--- config.mk ---
export PLATFORM = sky130hd
export DESIGN_NAME = flw_writer_host
export DESIGN_NICKNAME = d
export VERILOG_FILES = /design/src/hw/flw_pkg.sv /design/src/hw/flw_pin_cycle.sv /design/src/hw/flw_timer.sv /design/src/hw/flw_writer_host.sv
export SDC_FILE = /design/constraint.sdc
export NUM_CORES = 2
export LEC_CHECK = 0
export BUFFER_PORTS_ARGS = -buffer_cell sky130_fd_sc_hd__buf_2
export CORE_MARGIN = 1.5
export CORE_UTILIZATION = 45
export DETAILED_ROUTE_END_ITERATION = 8
export PLACE_DENSITY = 0.69
export SYNTH_ARGS = -nofsm -noshare
export SYNTH_HDL_FRONTEND = slang
export SYNTH_SLANG_ARGS = --single-unit
--- constraint.sdc ---
create_clock -name mclk_in -period 6.1 [get_ports mclk_in]
set_input_delay 0.305 -clock mclk_in [delete_from_list [all_inputs] [get_ports mclk_in]]
set_output_delay 0.305 -clock mclk_in [all_outputs]
set_load 0.005 [all_outputs]
--- src/hw/flw_pkg.sv ---
// constants, types and pin bundles for the flash writer-mode host controller
package flw_pkg;
	// software register offsets (byte addresses, one word each)
	localparam logic [7:0] REG_CTRL = 8'h00;
	localparam logic [7:0] REG_ADDR = 8'h04;
	localparam logic [7:0] REG_BUF  = 8'h08;
	localparam logic [7:0] REG_STAT = 8'h0C;
	// status and control word fields
	localparam int ST_LAST_MSB = 7;
	localparam int ST_BUSY     = 8;
	localparam int ST_NORMAL   = 9;
	localparam int ST_END      = 10;
	localparam int ST_REFUSED  = 11;
	localparam int ST_RDMODE   = 12;
	localparam int CTRL_OP_MSB = 2;
	typedef enum logic [2:0] {
		OP_NONE     = 3'h0,
		OP_READMODE = 3'h1,
		OP_READ     = 3'h2,
		OP_PROGRAM  = 3'h3,
		OP_ERASE    = 3'h4,
		OP_STATUS   = 3'h5
	} flw_op_t;
	// device command codes and data values
	localparam logic [7:0] CODE_READ   = 8'h00;
	localparam logic [7:0] CODE_PROG   = 8'h40;
	localparam logic [7:0] CODE_ERASE  = 8'h20;
	localparam logic [7:0] CODE_STATUS = 8'h71;
	localparam logic [7:0] FILL_BYTE   = 8'hFF;
	localparam logic [7:0] ALIGN_LO    = 8'h00;
	localparam logic [7:0] ALIGN_HI    = 8'h80;
	localparam int BLOCK_BYTES = 128;
	localparam int BLK_LSB     = 7;
	localparam int BIT_END     = 7;
	localparam int BIT_NORMAL  = 6;
	localparam int ADDR_W      = 18;
	localparam int FILL_W      = 8;
	// timing, in printed units, and derived cycle counts (minimums round up)
	localparam int CLK_PS    = 5000;
	localparam int T_DS_NS   = 50;
	localparam int T_WEP_NS  = 70;
	localparam int T_AH_NS   = 60;
	localparam int T_DF_NS   = 100;
	localparam int T_NXTC_US = 20;
	localparam int T_ACC_US  = 20;
	localparam int T_WSTS_MS = 1;
	localparam int CYC_DS    = (T_DS_NS * 1000 + CLK_PS - 1) / CLK_PS;
	localparam int CYC_WEP   = (T_WEP_NS * 1000 + CLK_PS - 1) / CLK_PS;
	localparam int CYC_AH    = (T_AH_NS * 1000 + CLK_PS - 1) / CLK_PS;
	localparam int CYC_DF    = (T_DF_NS * 1000 + CLK_PS - 1) / CLK_PS;
	localparam int CYC_NXTC  = (T_NXTC_US * 1000000 + CLK_PS - 1) / CLK_PS;
	localparam int CYC_ACC   = (T_ACC_US * 1000000 + CLK_PS - 1) / CLK_PS;
	localparam int CYC_WSTS  = (T_WSTS_MS * 1000000000 + CLK_PS - 1) / CLK_PS;
	localparam int TMR_W      = 13;
	localparam int TMR_POLL_W = 18;
	// flash pins as driven by the host
	typedef struct packed {
		logic              ce_n;
		logic              oe_n;
		logic              we_n;
		logic [ADDR_W-1:0] addr;
		logic [7:0]        dout;
		logic              doe;
	} flw_pins_t;
	// one bus cycle request
	typedef struct packed {
		logic              wr;
		logic              brief;
		logic [ADDR_W-1:0] addr;
		logic [7:0]        data;
	} flw_req_t;
	localparam flw_pins_t PINS_IDLE = '{ce_n: 1'b1, oe_n: 1'b1, we_n: 1'b1, addr: '0, dout: '0, doe: 1'b0};
endpackage

--- src/hw/flw_pin_cycle.sv ---
// one timed write or read cycle on the flash strobes and byte bus
`timescale 1ns/10ps
`default_nettype none
module flw_pin_cycle (
	// clock and reset
	input  wire logic              mclk_in,
	input  wire logic              rst_in,
	// request from the sequencer
	input  wire logic              start_in,
	input  wire flw_pkg::flw_req_t req_in,
	output logic                   done_out,
	output logic [7:0]             rdata_out,
	// flash pins
	output flw_pkg::flw_pins_t     pins_out,
	input  wire logic [7:0]        bus_in
);
	import flw_pkg::*;

	typedef enum logic [5:0] {
		E_IDLE  = 6'h01,
		E_SETUP = 6'h02,
		E_PULSE = 6'h04,
		E_HOLD  = 6'h08,
		E_ACC   = 6'h10,
		E_GAP   = 6'h20
	} flw_eng_t;

	flw_eng_t       st_q;
	logic           brief_q;
	logic           tload;
	logic [TMR_W-1:0] tcount;
	logic           tdone;

	flw_timer #(.W(TMR_W)) u_tmr (
		.mclk_in  (mclk_in),
		.rst_in   (rst_in),
		.load_in  (tload),
		.count_in (tcount),
		.done_out (tdone)
	);

	always_comb begin
		tload = 1'b0;
		tcount = '0;
		unique case (st_q)
			E_IDLE: begin
				tload = start_in;
				tcount = req_in.wr ? TMR_W'(CYC_DS) : TMR_W'(CYC_ACC);
			end
			E_SETUP: begin
				tload = tdone;
				tcount = TMR_W'(CYC_WEP);
			end
			E_PULSE: begin
				tload = tdone;
				tcount = TMR_W'(CYC_AH);
			end
			// block data bytes only need the bus release gap; commands keep the long recovery
			E_HOLD: begin
				tload = tdone;
				tcount = brief_q ? TMR_W'(CYC_DF) : TMR_W'(CYC_NXTC);
			end
			// bus release time before anyone drives the byte bus again
			E_ACC: begin
				tload = tdone;
				tcount = TMR_W'(CYC_DF);
			end
			E_GAP: begin
				tload = 1'b0;
			end
		endcase
	end

	always_ff @(posedge mclk_in) begin
		if (rst_in) begin
			st_q <= E_IDLE;
			brief_q <= 1'b0;
			pins_out <= PINS_IDLE;
			done_out <= 1'b0;
			rdata_out <= '0;
		end else begin
			done_out <= 1'b0;
			unique case (st_q)
				E_IDLE: begin
					if (start_in) begin
						brief_q <= req_in.brief;
						pins_out.addr <= req_in.addr;
						pins_out.ce_n <= 1'b0;
						if (req_in.wr) begin
							pins_out.dout <= req_in.data;
							pins_out.doe <= 1'b1;
							st_q <= E_SETUP;
						end else begin
							pins_out.oe_n <= 1'b0;
							st_q <= E_ACC;
						end
					end
				end
				E_SETUP: begin
					if (tdone) begin
						pins_out.we_n <= 1'b0;
						st_q <= E_PULSE;
					end
				end
				// device latches on the rising write strobe
				E_PULSE: begin
					if (tdone) begin
						pins_out.we_n <= 1'b1;
						st_q <= E_HOLD;
					end
				end
				E_HOLD: begin
					if (tdone) begin
						pins_out.ce_n <= 1'b1;
						pins_out.doe <= 1'b0;
						st_q <= E_GAP;
					end
				end
				E_ACC: begin
					if (tdone) begin
						rdata_out <= bus_in;
						pins_out.oe_n <= 1'b1;
						pins_out.ce_n <= 1'b1;
						st_q <= E_GAP;
					end
				end
				E_GAP: begin
					if (tdone) begin
						done_out <= 1'b1;
						st_q <= E_IDLE;
					end
				end
			endcase
		end
	end
endmodule
`default_nettype wire

--- src/hw/flw_timer.sv ---
// loadable down counter used for every wait in the controller
`timescale 1ns/10ps
`default_nettype none
module flw_timer #(
	parameter int W = 13
) (
	// clock and reset
	input  wire logic         mclk_in,
	input  wire logic         rst_in,
	// load and expiry
	input  wire logic         load_in,
	input  wire logic [W-1:0] count_in,
	output logic              done_out
);
	logic [W-1:0] cnt_q;

	always_ff @(posedge mclk_in) begin
		if (rst_in) begin
			cnt_q <= '0;
		end else if (load_in) begin
			cnt_q <= count_in;
		end else if (cnt_q != '0) begin
			cnt_q <= cnt_q - 1'b1;
		end
	end

	assign done_out = (cnt_q == '0);
endmodule
`default_nettype wire

--- src/hw/flw_writer_host.sv ---
// writer-mode flash programmer: AHB-Lite registers, command sequencer, block buffer
//
// What this block does
// - memory-read command is one write of 00, then any number of reads
// - auto-program is code 40 then 128 data writes, 129 writes total
// - erase is code 20 written twice; status read is 71 written twice
// - after program, erase or status read, reissue read command before array reads
// - wait at least 1 ms after last program write before polling
// - send the block as 128 back-to-back byte writes after the code
// - unused block positions are sent as FF
// - block address low byte must be 00 or 80
// - block address taken in second cycle; no new address afterwards
// - no command writes while an auto-program runs
// - program each 128-byte block only once (the code refuses only a repeat of the last programmed block, until an erase)
// - bit 6 means normal end, bit 7 operation end; success read from bit 6
//
// The implementer's own choices: the address map and register access over AHB-Lite.
`timescale 1ns/10ps
`default_nettype none
module flw_writer_host #(
	parameter int POLL_START_CYC = flw_pkg::CYC_WSTS
) (
	// clock and reset
	input  wire logic               mclk_in,
	input  wire logic               rst_in,
	// AHB-Lite slave
	input  wire logic               hsel_in,
	input  wire logic [31:0]        haddr_in,
	input  wire logic [1:0]         htrans_in,
	input  wire logic               hwrite_in,
	input  wire logic [2:0]         hsize_in,
	input  wire logic [31:0]        hwdata_in,
	input  wire logic               hready_in,
	output logic [31:0]             hrdata_out,
	output logic                    hreadyout_out,
	output logic                    hresp_out,
	// flash pins
	output flw_pkg::flw_pins_t      pins_out,
	input  wire logic [7:0]         flash_byte_bus_in
);
	import flw_pkg::*;

	typedef enum logic [6:0] {
		S_IDLE = 7'h01,
		S_CMD1 = 7'h02,
		S_CMD2 = 7'h04,
		S_DATA = 7'h08,
		S_WAIT = 7'h10,
		S_POLL = 7'h20,
		S_READ = 7'h40
	} flw_seq_t;

	localparam int BLK_W = ADDR_W - BLK_LSB;

	logic                  aphase;
	logic                  wr_pend_q;
	logic [7:0]            wr_addr_q;
	logic                  wr_ctrl;
	logic                  wr_addr;
	logic                  wr_buf;
	flw_op_t               op_new;
	logic                  misalign;
	logic                  repeat_blk;
	logic                  op_valid;
	logic                  accept;
	logic                  refuse;
	flw_seq_t              state_q;
	flw_op_t               op_q;
	logic                  pend_q;
	logic [FILL_W-1:0]     idx_q;
	logic [ADDR_W-1:0]     addr_q;
	logic [ADDR_W-1:0]     blk_q;
	logic [7:0]            buf_q [BLOCK_BYTES];
	logic [FILL_W-1:0]     fill_q;
	logic                  buf_clr;
	logic                  read_mode_q;
	logic                  normal_q;
	logic                  end_q;
	logic                  refused_q;
	logic                  prog_seen_q;
	logic [BLK_W-1:0]      prog_blk_q;
	logic [7:0]            last_q;
	logic                  eng_start;
	logic                  eng_done;
	logic [7:0]            eng_rdata;
	flw_req_t              req;
	logic [7:0]            code_w;
	logic                  last_byte;
	logic                  ptmr_load;
	logic                  ptmr_done;
	logic [31:0]           stat_w;

	// bus slave: zero wait states, writes land at the end of the data phase
	assign aphase = hsel_in & htrans_in[1] & hready_in;
	assign wr_ctrl = wr_pend_q & (wr_addr_q == REG_CTRL);
	assign wr_addr = wr_pend_q & (wr_addr_q == REG_ADDR);
	assign wr_buf = wr_pend_q & (wr_addr_q == REG_BUF);
	assign op_new = flw_op_t'(hwdata_in[CTRL_OP_MSB:0]);

	always_ff @(posedge mclk_in) begin
		if (rst_in) begin
			wr_pend_q <= 1'b0;
			wr_addr_q <= '0;
		end else begin
			wr_pend_q <= aphase & hwrite_in;
			wr_addr_q <= haddr_in[7:0];
		end
	end

	assign stat_w = {19'h0, read_mode_q, refused_q, end_q, normal_q, (state_q != S_IDLE), last_q};

	always_ff @(posedge mclk_in) begin
		if (rst_in) begin
			hrdata_out <= '0;
			hreadyout_out <= 1'b1;
			hresp_out <= 1'b0;
		end else begin
			hreadyout_out <= 1'b1;
			hresp_out <= 1'b0;
			if (aphase & ~hwrite_in) begin
				case (haddr_in[7:0])
					REG_CTRL: hrdata_out <= {29'h0, op_q};
					REG_ADDR: hrdata_out <= {14'h0, addr_q};
					REG_BUF:  hrdata_out <= {24'h0, fill_q};
					REG_STAT: hrdata_out <= stat_w;
					default:  hrdata_out <= '0;
				endcase
			end
		end
	end

	always_ff @(posedge mclk_in) begin
		if (rst_in) begin
			addr_q <= '0;
		end else if (wr_addr) begin
			addr_q <= hwdata_in[ADDR_W-1:0];
		end
	end

	// start checks; a start while busy is dropped so no command can break a running program
	assign misalign = (addr_q[7:0] != ALIGN_LO) && (addr_q[7:0] != ALIGN_HI);
	assign repeat_blk = prog_seen_q && (addr_q[ADDR_W-1:BLK_LSB] == prog_blk_q);
	assign op_valid = op_new inside {OP_READMODE, OP_READ, OP_PROGRAM, OP_ERASE, OP_STATUS};
	assign refuse = wr_ctrl & (state_q == S_IDLE) & (~op_valid | ((op_new == OP_PROGRAM) & (misalign | repeat_blk)));
	assign accept = wr_ctrl & (state_q == S_IDLE) & ~refuse;

	// block buffer, refilled with FF after every program so short blocks pad themselves
	assign buf_clr = ptmr_load & (op_q == OP_PROGRAM);

	always_ff @(posedge mclk_in) begin
		if (rst_in || buf_clr) begin
			for (int i = 0; i < BLOCK_BYTES; i++) begin
				buf_q[i] <= FILL_BYTE;
			end
			fill_q <= '0;
		end else if (wr_buf && (state_q == S_IDLE) && (fill_q < FILL_W'(BLOCK_BYTES))) begin
			buf_q[fill_q[BLK_LSB-1:0]] <= hwdata_in[7:0];
			fill_q <= fill_q + 1'b1;
		end
	end

	// command codes
	always_comb begin
		code_w = CODE_READ;
		if (op_q == OP_PROGRAM) begin
			code_w = CODE_PROG;
		end else if (op_q == OP_ERASE) begin
			code_w = CODE_ERASE;
		end else if (op_q == OP_STATUS) begin
			code_w = CODE_STATUS;
		end
	end

	// every cycle carries the block address, so it never changes after the second cycle
	always_comb begin
		req.wr = state_q inside {S_CMD1, S_CMD2, S_DATA};
		req.brief = (state_q == S_DATA);
		req.addr = blk_q;
		req.data = (state_q == S_DATA) ? buf_q[idx_q[BLK_LSB-1:0]] : code_w;
	end

	assign eng_start = ~pend_q & (state_q inside {S_CMD1, S_CMD2, S_DATA, S_POLL, S_READ});
	assign last_byte = (idx_q == FILL_W'(BLOCK_BYTES - 1));
	assign ptmr_load = eng_done & (((state_q == S_DATA) & last_byte) | ((state_q == S_CMD2) & (op_q == OP_ERASE)));

	flw_pin_cycle u_cycle (
		.mclk_in   (mclk_in),
		.rst_in    (rst_in),
		.start_in  (eng_start),
		.req_in    (req),
		.done_out  (eng_done),
		.rdata_out (eng_rdata),
		.pins_out  (pins_out),
		.bus_in    (flash_byte_bus_in)
	);

	flw_timer #(.W(TMR_POLL_W)) u_poll_tmr (
		.mclk_in  (mclk_in),
		.rst_in   (rst_in),
		.load_in  (ptmr_load),
		.count_in (TMR_POLL_W'(POLL_START_CYC)),
		.done_out (ptmr_done)
	);

	always_ff @(posedge mclk_in) begin
		if (rst_in) begin
			pend_q <= 1'b0;
		end else if (eng_start) begin
			pend_q <= 1'b1;
		end else if (eng_done) begin
			pend_q <= 1'b0;
		end
	end

	// sequencer
	always_ff @(posedge mclk_in) begin
		if (rst_in) begin
			state_q <= S_IDLE;
			op_q <= OP_NONE;
			idx_q <= '0;
			blk_q <= '0;
		end else begin
			unique case (state_q)
				S_IDLE: begin
					if (accept) begin
						op_q <= op_new;
						blk_q <= addr_q;
						idx_q <= '0;
						state_q <= ((op_new == OP_READ) && read_mode_q) ? S_READ : S_CMD1;
					end
				end
				S_CMD1: begin
					if (eng_done) begin
						unique case (op_q)
							OP_READMODE: state_q <= S_IDLE;
							OP_READ:     state_q <= S_READ;
							OP_PROGRAM:  state_q <= S_DATA;
							default:     state_q <= S_CMD2;
						endcase
					end
				end
				S_CMD2: begin
					if (eng_done) begin
						state_q <= (op_q == OP_ERASE) ? S_WAIT : S_READ;
					end
				end
				S_DATA: begin
					if (eng_done) begin
						idx_q <= idx_q + 1'b1;
						if (last_byte) begin
							state_q <= S_WAIT;
						end
					end
				end
				S_WAIT: begin
					if (ptmr_done) begin
						state_q <= S_POLL;
					end
				end
				// erase can take tens of seconds; polling has no limit of its own
				S_POLL: begin
					if (eng_done && eng_rdata[BIT_END]) begin
						state_q <= S_IDLE;
					end
				end
				S_READ: begin
					if (eng_done) begin
						state_q <= S_IDLE;
					end
				end
			endcase
		end
	end

	// device-side view and results
	always_ff @(posedge mclk_in) begin
		if (rst_in) begin
			read_mode_q <= 1'b1;
			normal_q <= 1'b0;
			end_q <= 1'b0;
			last_q <= '0;
		end else begin
			if (eng_done && (state_q == S_CMD1)) begin
				read_mode_q <= op_q inside {OP_READMODE, OP_READ};
				normal_q <= 1'b0;
				end_q <= 1'b0;
			end
			if (eng_done && (state_q inside {S_POLL, S_READ})) begin
				last_q <= eng_rdata;
			end
			if (eng_done && (state_q == S_POLL) && eng_rdata[BIT_END]) begin
				end_q <= 1'b1;
				normal_q <= eng_rdata[BIT_NORMAL];
			end
		end
	end

	always_ff @(posedge mclk_in) begin
		if (rst_in) begin
			refused_q <= 1'b0;
			prog_seen_q <= 1'b0;
			prog_blk_q <= '0;
		end else begin
			if (refuse) begin
				refused_q <= 1'b1;
			end else if (accept) begin
				refused_q <= 1'b0;
			end
			if (accept && (op_new == OP_PROGRAM)) begin
				prog_seen_q <= 1'b1;
				prog_blk_q <= addr_q[ADDR_W-1:BLK_LSB];
			end else if (accept && (op_new == OP_ERASE)) begin
				prog_seen_q <= 1'b0;
			end
		end
	end

	// checking helpers
	logic [FILL_W:0]         data_cnt_q;
	logic [TMR_POLL_W-1:0]   wait_cnt_q;

	always_ff @(posedge mclk_in) begin
		if (rst_in || (state_q == S_IDLE)) begin
			data_cnt_q <= '0;
		end else if (eng_done && (state_q == S_DATA)) begin
			data_cnt_q <= data_cnt_q + 1'b1;
		end
	end

	always_ff @(posedge mclk_in) begin
		if (rst_in || (state_q != S_WAIT)) begin
			wait_cnt_q <= '0;
		end else begin
			wait_cnt_q <= wait_cnt_q + 1'b1;
		end
	end
endmodule
`default_nettype wire

==> results.cfg <==
[run_status]
status = complete, but fails checks
violations = max-capacitance violations, max-slew violations

[cts]
clock_path_buffers = 3
clock_sinks = 1222
cts_tree = built
cts_root_buf = clkbuf_16
cts.clk_slew.worst_paths_ns = 0.06
htreeDepth = 3
cts_repair_resize_count = 0
cts_setup_buffers = 0
cts_buffers = 120
clock_latency_ns = 0.74
hold_buffers = 29

[worst_setup_path]
worstPathCellList = or4_1 -> or4b_4 -> nor3_4 -> nand3_1 -> buf_4 -> nor3_2 -> buf_12 -> nand2_1
slowest_delay_ns = 0.65
worst_setup_path_end_kind = register
crit_slowest_cell = or4_1
cp-start-kind = register
r2r_cells = 8
arrival_ns = 5.07
critPathKind = reg2reg
r2r-end = buf_q[69][2]
path_max_fanout = 128
crit_required_ns = 6.50
rrSetupSlack_ns = 1.43
reg2reg_from = state_q[1]

[hold_path]
holdPathEnd = u_cycle.st_q[5]
holdPathStages = 2
hold_path_class = in2reg
hp-start = rst_in

[sta]
min_period_ns = 4.67
hold_viol = 0
rsz0062_at_grt = no
drv_slew = 2
fin_worst_skew_ns = 0.0546
post-route-period-util_pct = 76.5
setup-tns-final_ns = 0
relSlewSlack_pct = -2.09
finalSetupViolCount = 0
fmax_ghz = 0.214
worst_slack_ns = 1.43
tightest_slew_ns = 1.51

[layout]
area_growth_pct = 12.9
final_cells = 5879
multi_input_area_mm2 = 0.0174
drive_above_1_share_pct = 17.9
regArea_mm2 = 0.0347
final_common_cell = nand2_1
final_util_pct = 51.3
final_area_mm2 = 0.0605
fillers = 9765
final_cell_mix = 1,161 x nand2_1, 1,024 x edfxtp_1, 308 x nor2_1
fin_nets = 4328

[yosys]
synth_top_cell_by_area = edfxtp_1
yosys_warnings = 0
syn-instance-count = 4126
synth.area.top_cells = edfxtp_1 57%, mux4_2 11%, nand2_1 8.1%, dfxtp_1 7.4%, mux2i_1 2.4%
synthArstFlopShare_pct = 0
synth-edff-count = 1024
synth_top_area_share_pct = 57.3
ys_seq_elements = 1222
synthFlopType = edfxtp_1
netlist_area_mm2 = 0.0536
ys_seq_area_share_pct = 64.7
synth_cell_types = 71
avgSynthCellArea_um2 = 13.0

[placed_design]
place_inst = 5627
port_buffers = 87
hpwl_um = 92100
placed_area_mm2 = 0.0561
pre_cts_ws_ns = 1.59
gp_congestion = 0.859

[drt]
routed_wl_um = 153000
drtIter0Drc = 4598
wl_per_cell_um = 26.1
first_pass_iters = 6
vias_per_cell = 6.01
drtAntennaViolNets = 0
drc = 0
dr_total_vias = 35300

[global_route]
grt_pass1_vias = 34600
grt_usage_pct = 25.1
grt_pass1_wl_um = 225000
grt_max_degree = 129
antenna_found_initial = 4
grt_overflow = 0

[floorplanning]
die_width_um = 348
initial_core_util_pct = 45.4
die_h_um = 348
rows = 126
die-area_mm2 = 0.121
io_pins = 146
coreArea_mm2 = 0.118

[power]
cellPowerDensity_mw_per_mm2 = 300
vdd_drop_max_mv = 0.247
leakage_nw = 15.7

[run]
max-cap-violations = 1
-- synthesized netlist by cell type (18+ instances only) --
cell type  number
a211oi_1       21
a21oi_1        79
a22oi_1        32
buf_2         100
buf_4          25
buf_6          20
clkbuf_1      162
dfxtp_1       198
edfxtp_1     1024
inv_1          18
mux2i_1       127
mux4_2        266
nand2_1      1161
nand2b_1       19
nand3_1        57
nor2_1        313
nor2b_1        23
nor3_1         31
o21ai_0       160
or2_2          24
xnor2_1        19
xor2_1         31
-- cells by family (layout without fill, tap and decap cells) --
logic type / count (synthesis) / in the layout / share of synthesized area (%)
simple gates: 1720 / 1720 / 13.2
flops: 1222 / 1222 / 64.7
mux: 403 / 403 / 13.8
compound gates: 381 / 381 / 4.31
buf+inv: 344 / 545 / 3.10
xor+xnor: 50 / 50 / 0.817
fa+ha+maj: 4 / 4 / 0.0933
other cells: 2 / 18 / 0.0140
-- metrics by stage --
step                hold slack (ns)  power [mW]
floorplan                     0.432        10.2
global placement              0.444        10.5
detailed placement            0.445        10.5
CTS                          0.0685        18.2
global route                  0.111        18.6
finish                       0.0942        18.2
-- registers in the layout, indices dropped and copies added (netlist names), 8 cells and up, named ones only --
register / flops
u_cycle.rdata_out: 8
prog_blk_q: 11
last_q: 8
addr_q: 18
u_cycle.pins_out: 30
u_poll_tmr.cnt_q: 18
fill_q: 8
idx_q: 8
u_cycle.u_tmr.cnt_q: 13
wr_addr_q: 8
buf_q: 1024
blk_q: 18
hrdata_out: 18
-- layer usage --
layer  vias up  track usage (%)  routed length, um
li1      15300                -                  -
met1     17600             33.1              56100
met2      2086             39.4              71100
met3       407             5.68              18200
met4         4             12.4               7900
met5         -                0                 27
-- power breakdown --
| group | total, mW | internal, mW | leakage, nW | switching, mW |
|---|---|---|---|---|
| clock | 7.80 | 4.57 | 1.99 | 3.23 |
| combinational | 1.14 | 0.403 | 5.13 | 0.740 |
| sequential | 9.21 | 9.11 | 8.53 | 0.100 |
-- final cells by class --
class                      count  share of cell area, %
clock inverter                64                   1.40
clock buffer                 157                   5.41
sequential                  1222                   57.4
inverter                      21                  0.130
antenna                        2                0.00827
timing repair buffer         303                   3.75
tap                         1536                   3.18
multi-input combinational   2574                   28.7
-- worst max path at each step --
stage | start | endpoint | slack, ns | depth (start not counted)
after floorplan | state_q[1] | buf_q[0][0] | 2.43 | 9
after global placement | state_q[2] | buf_q[61][2] | 1.61 | 7
after detailed placement | state_q[2] | buf_q[125][7] | 1.59 | 8
after CTS | state_q[1] | buf_q[69][2] | 1.55 | 8
after global routing | state_q[1] | buf_q[69][2] | 1.37 | 8
final | state_q[1] | buf_q[69][2] | 1.43 | 8
-- worst max-delay path: cells and delay by family, from the launching register on --
family	cells	cell delay (ns)
buffers and inverters	2	1.16
AND/OR/NAND/NOR	6	2.70
flip-flops	1	0.37
No activity file was read; power rests on OpenSTA's default activity.
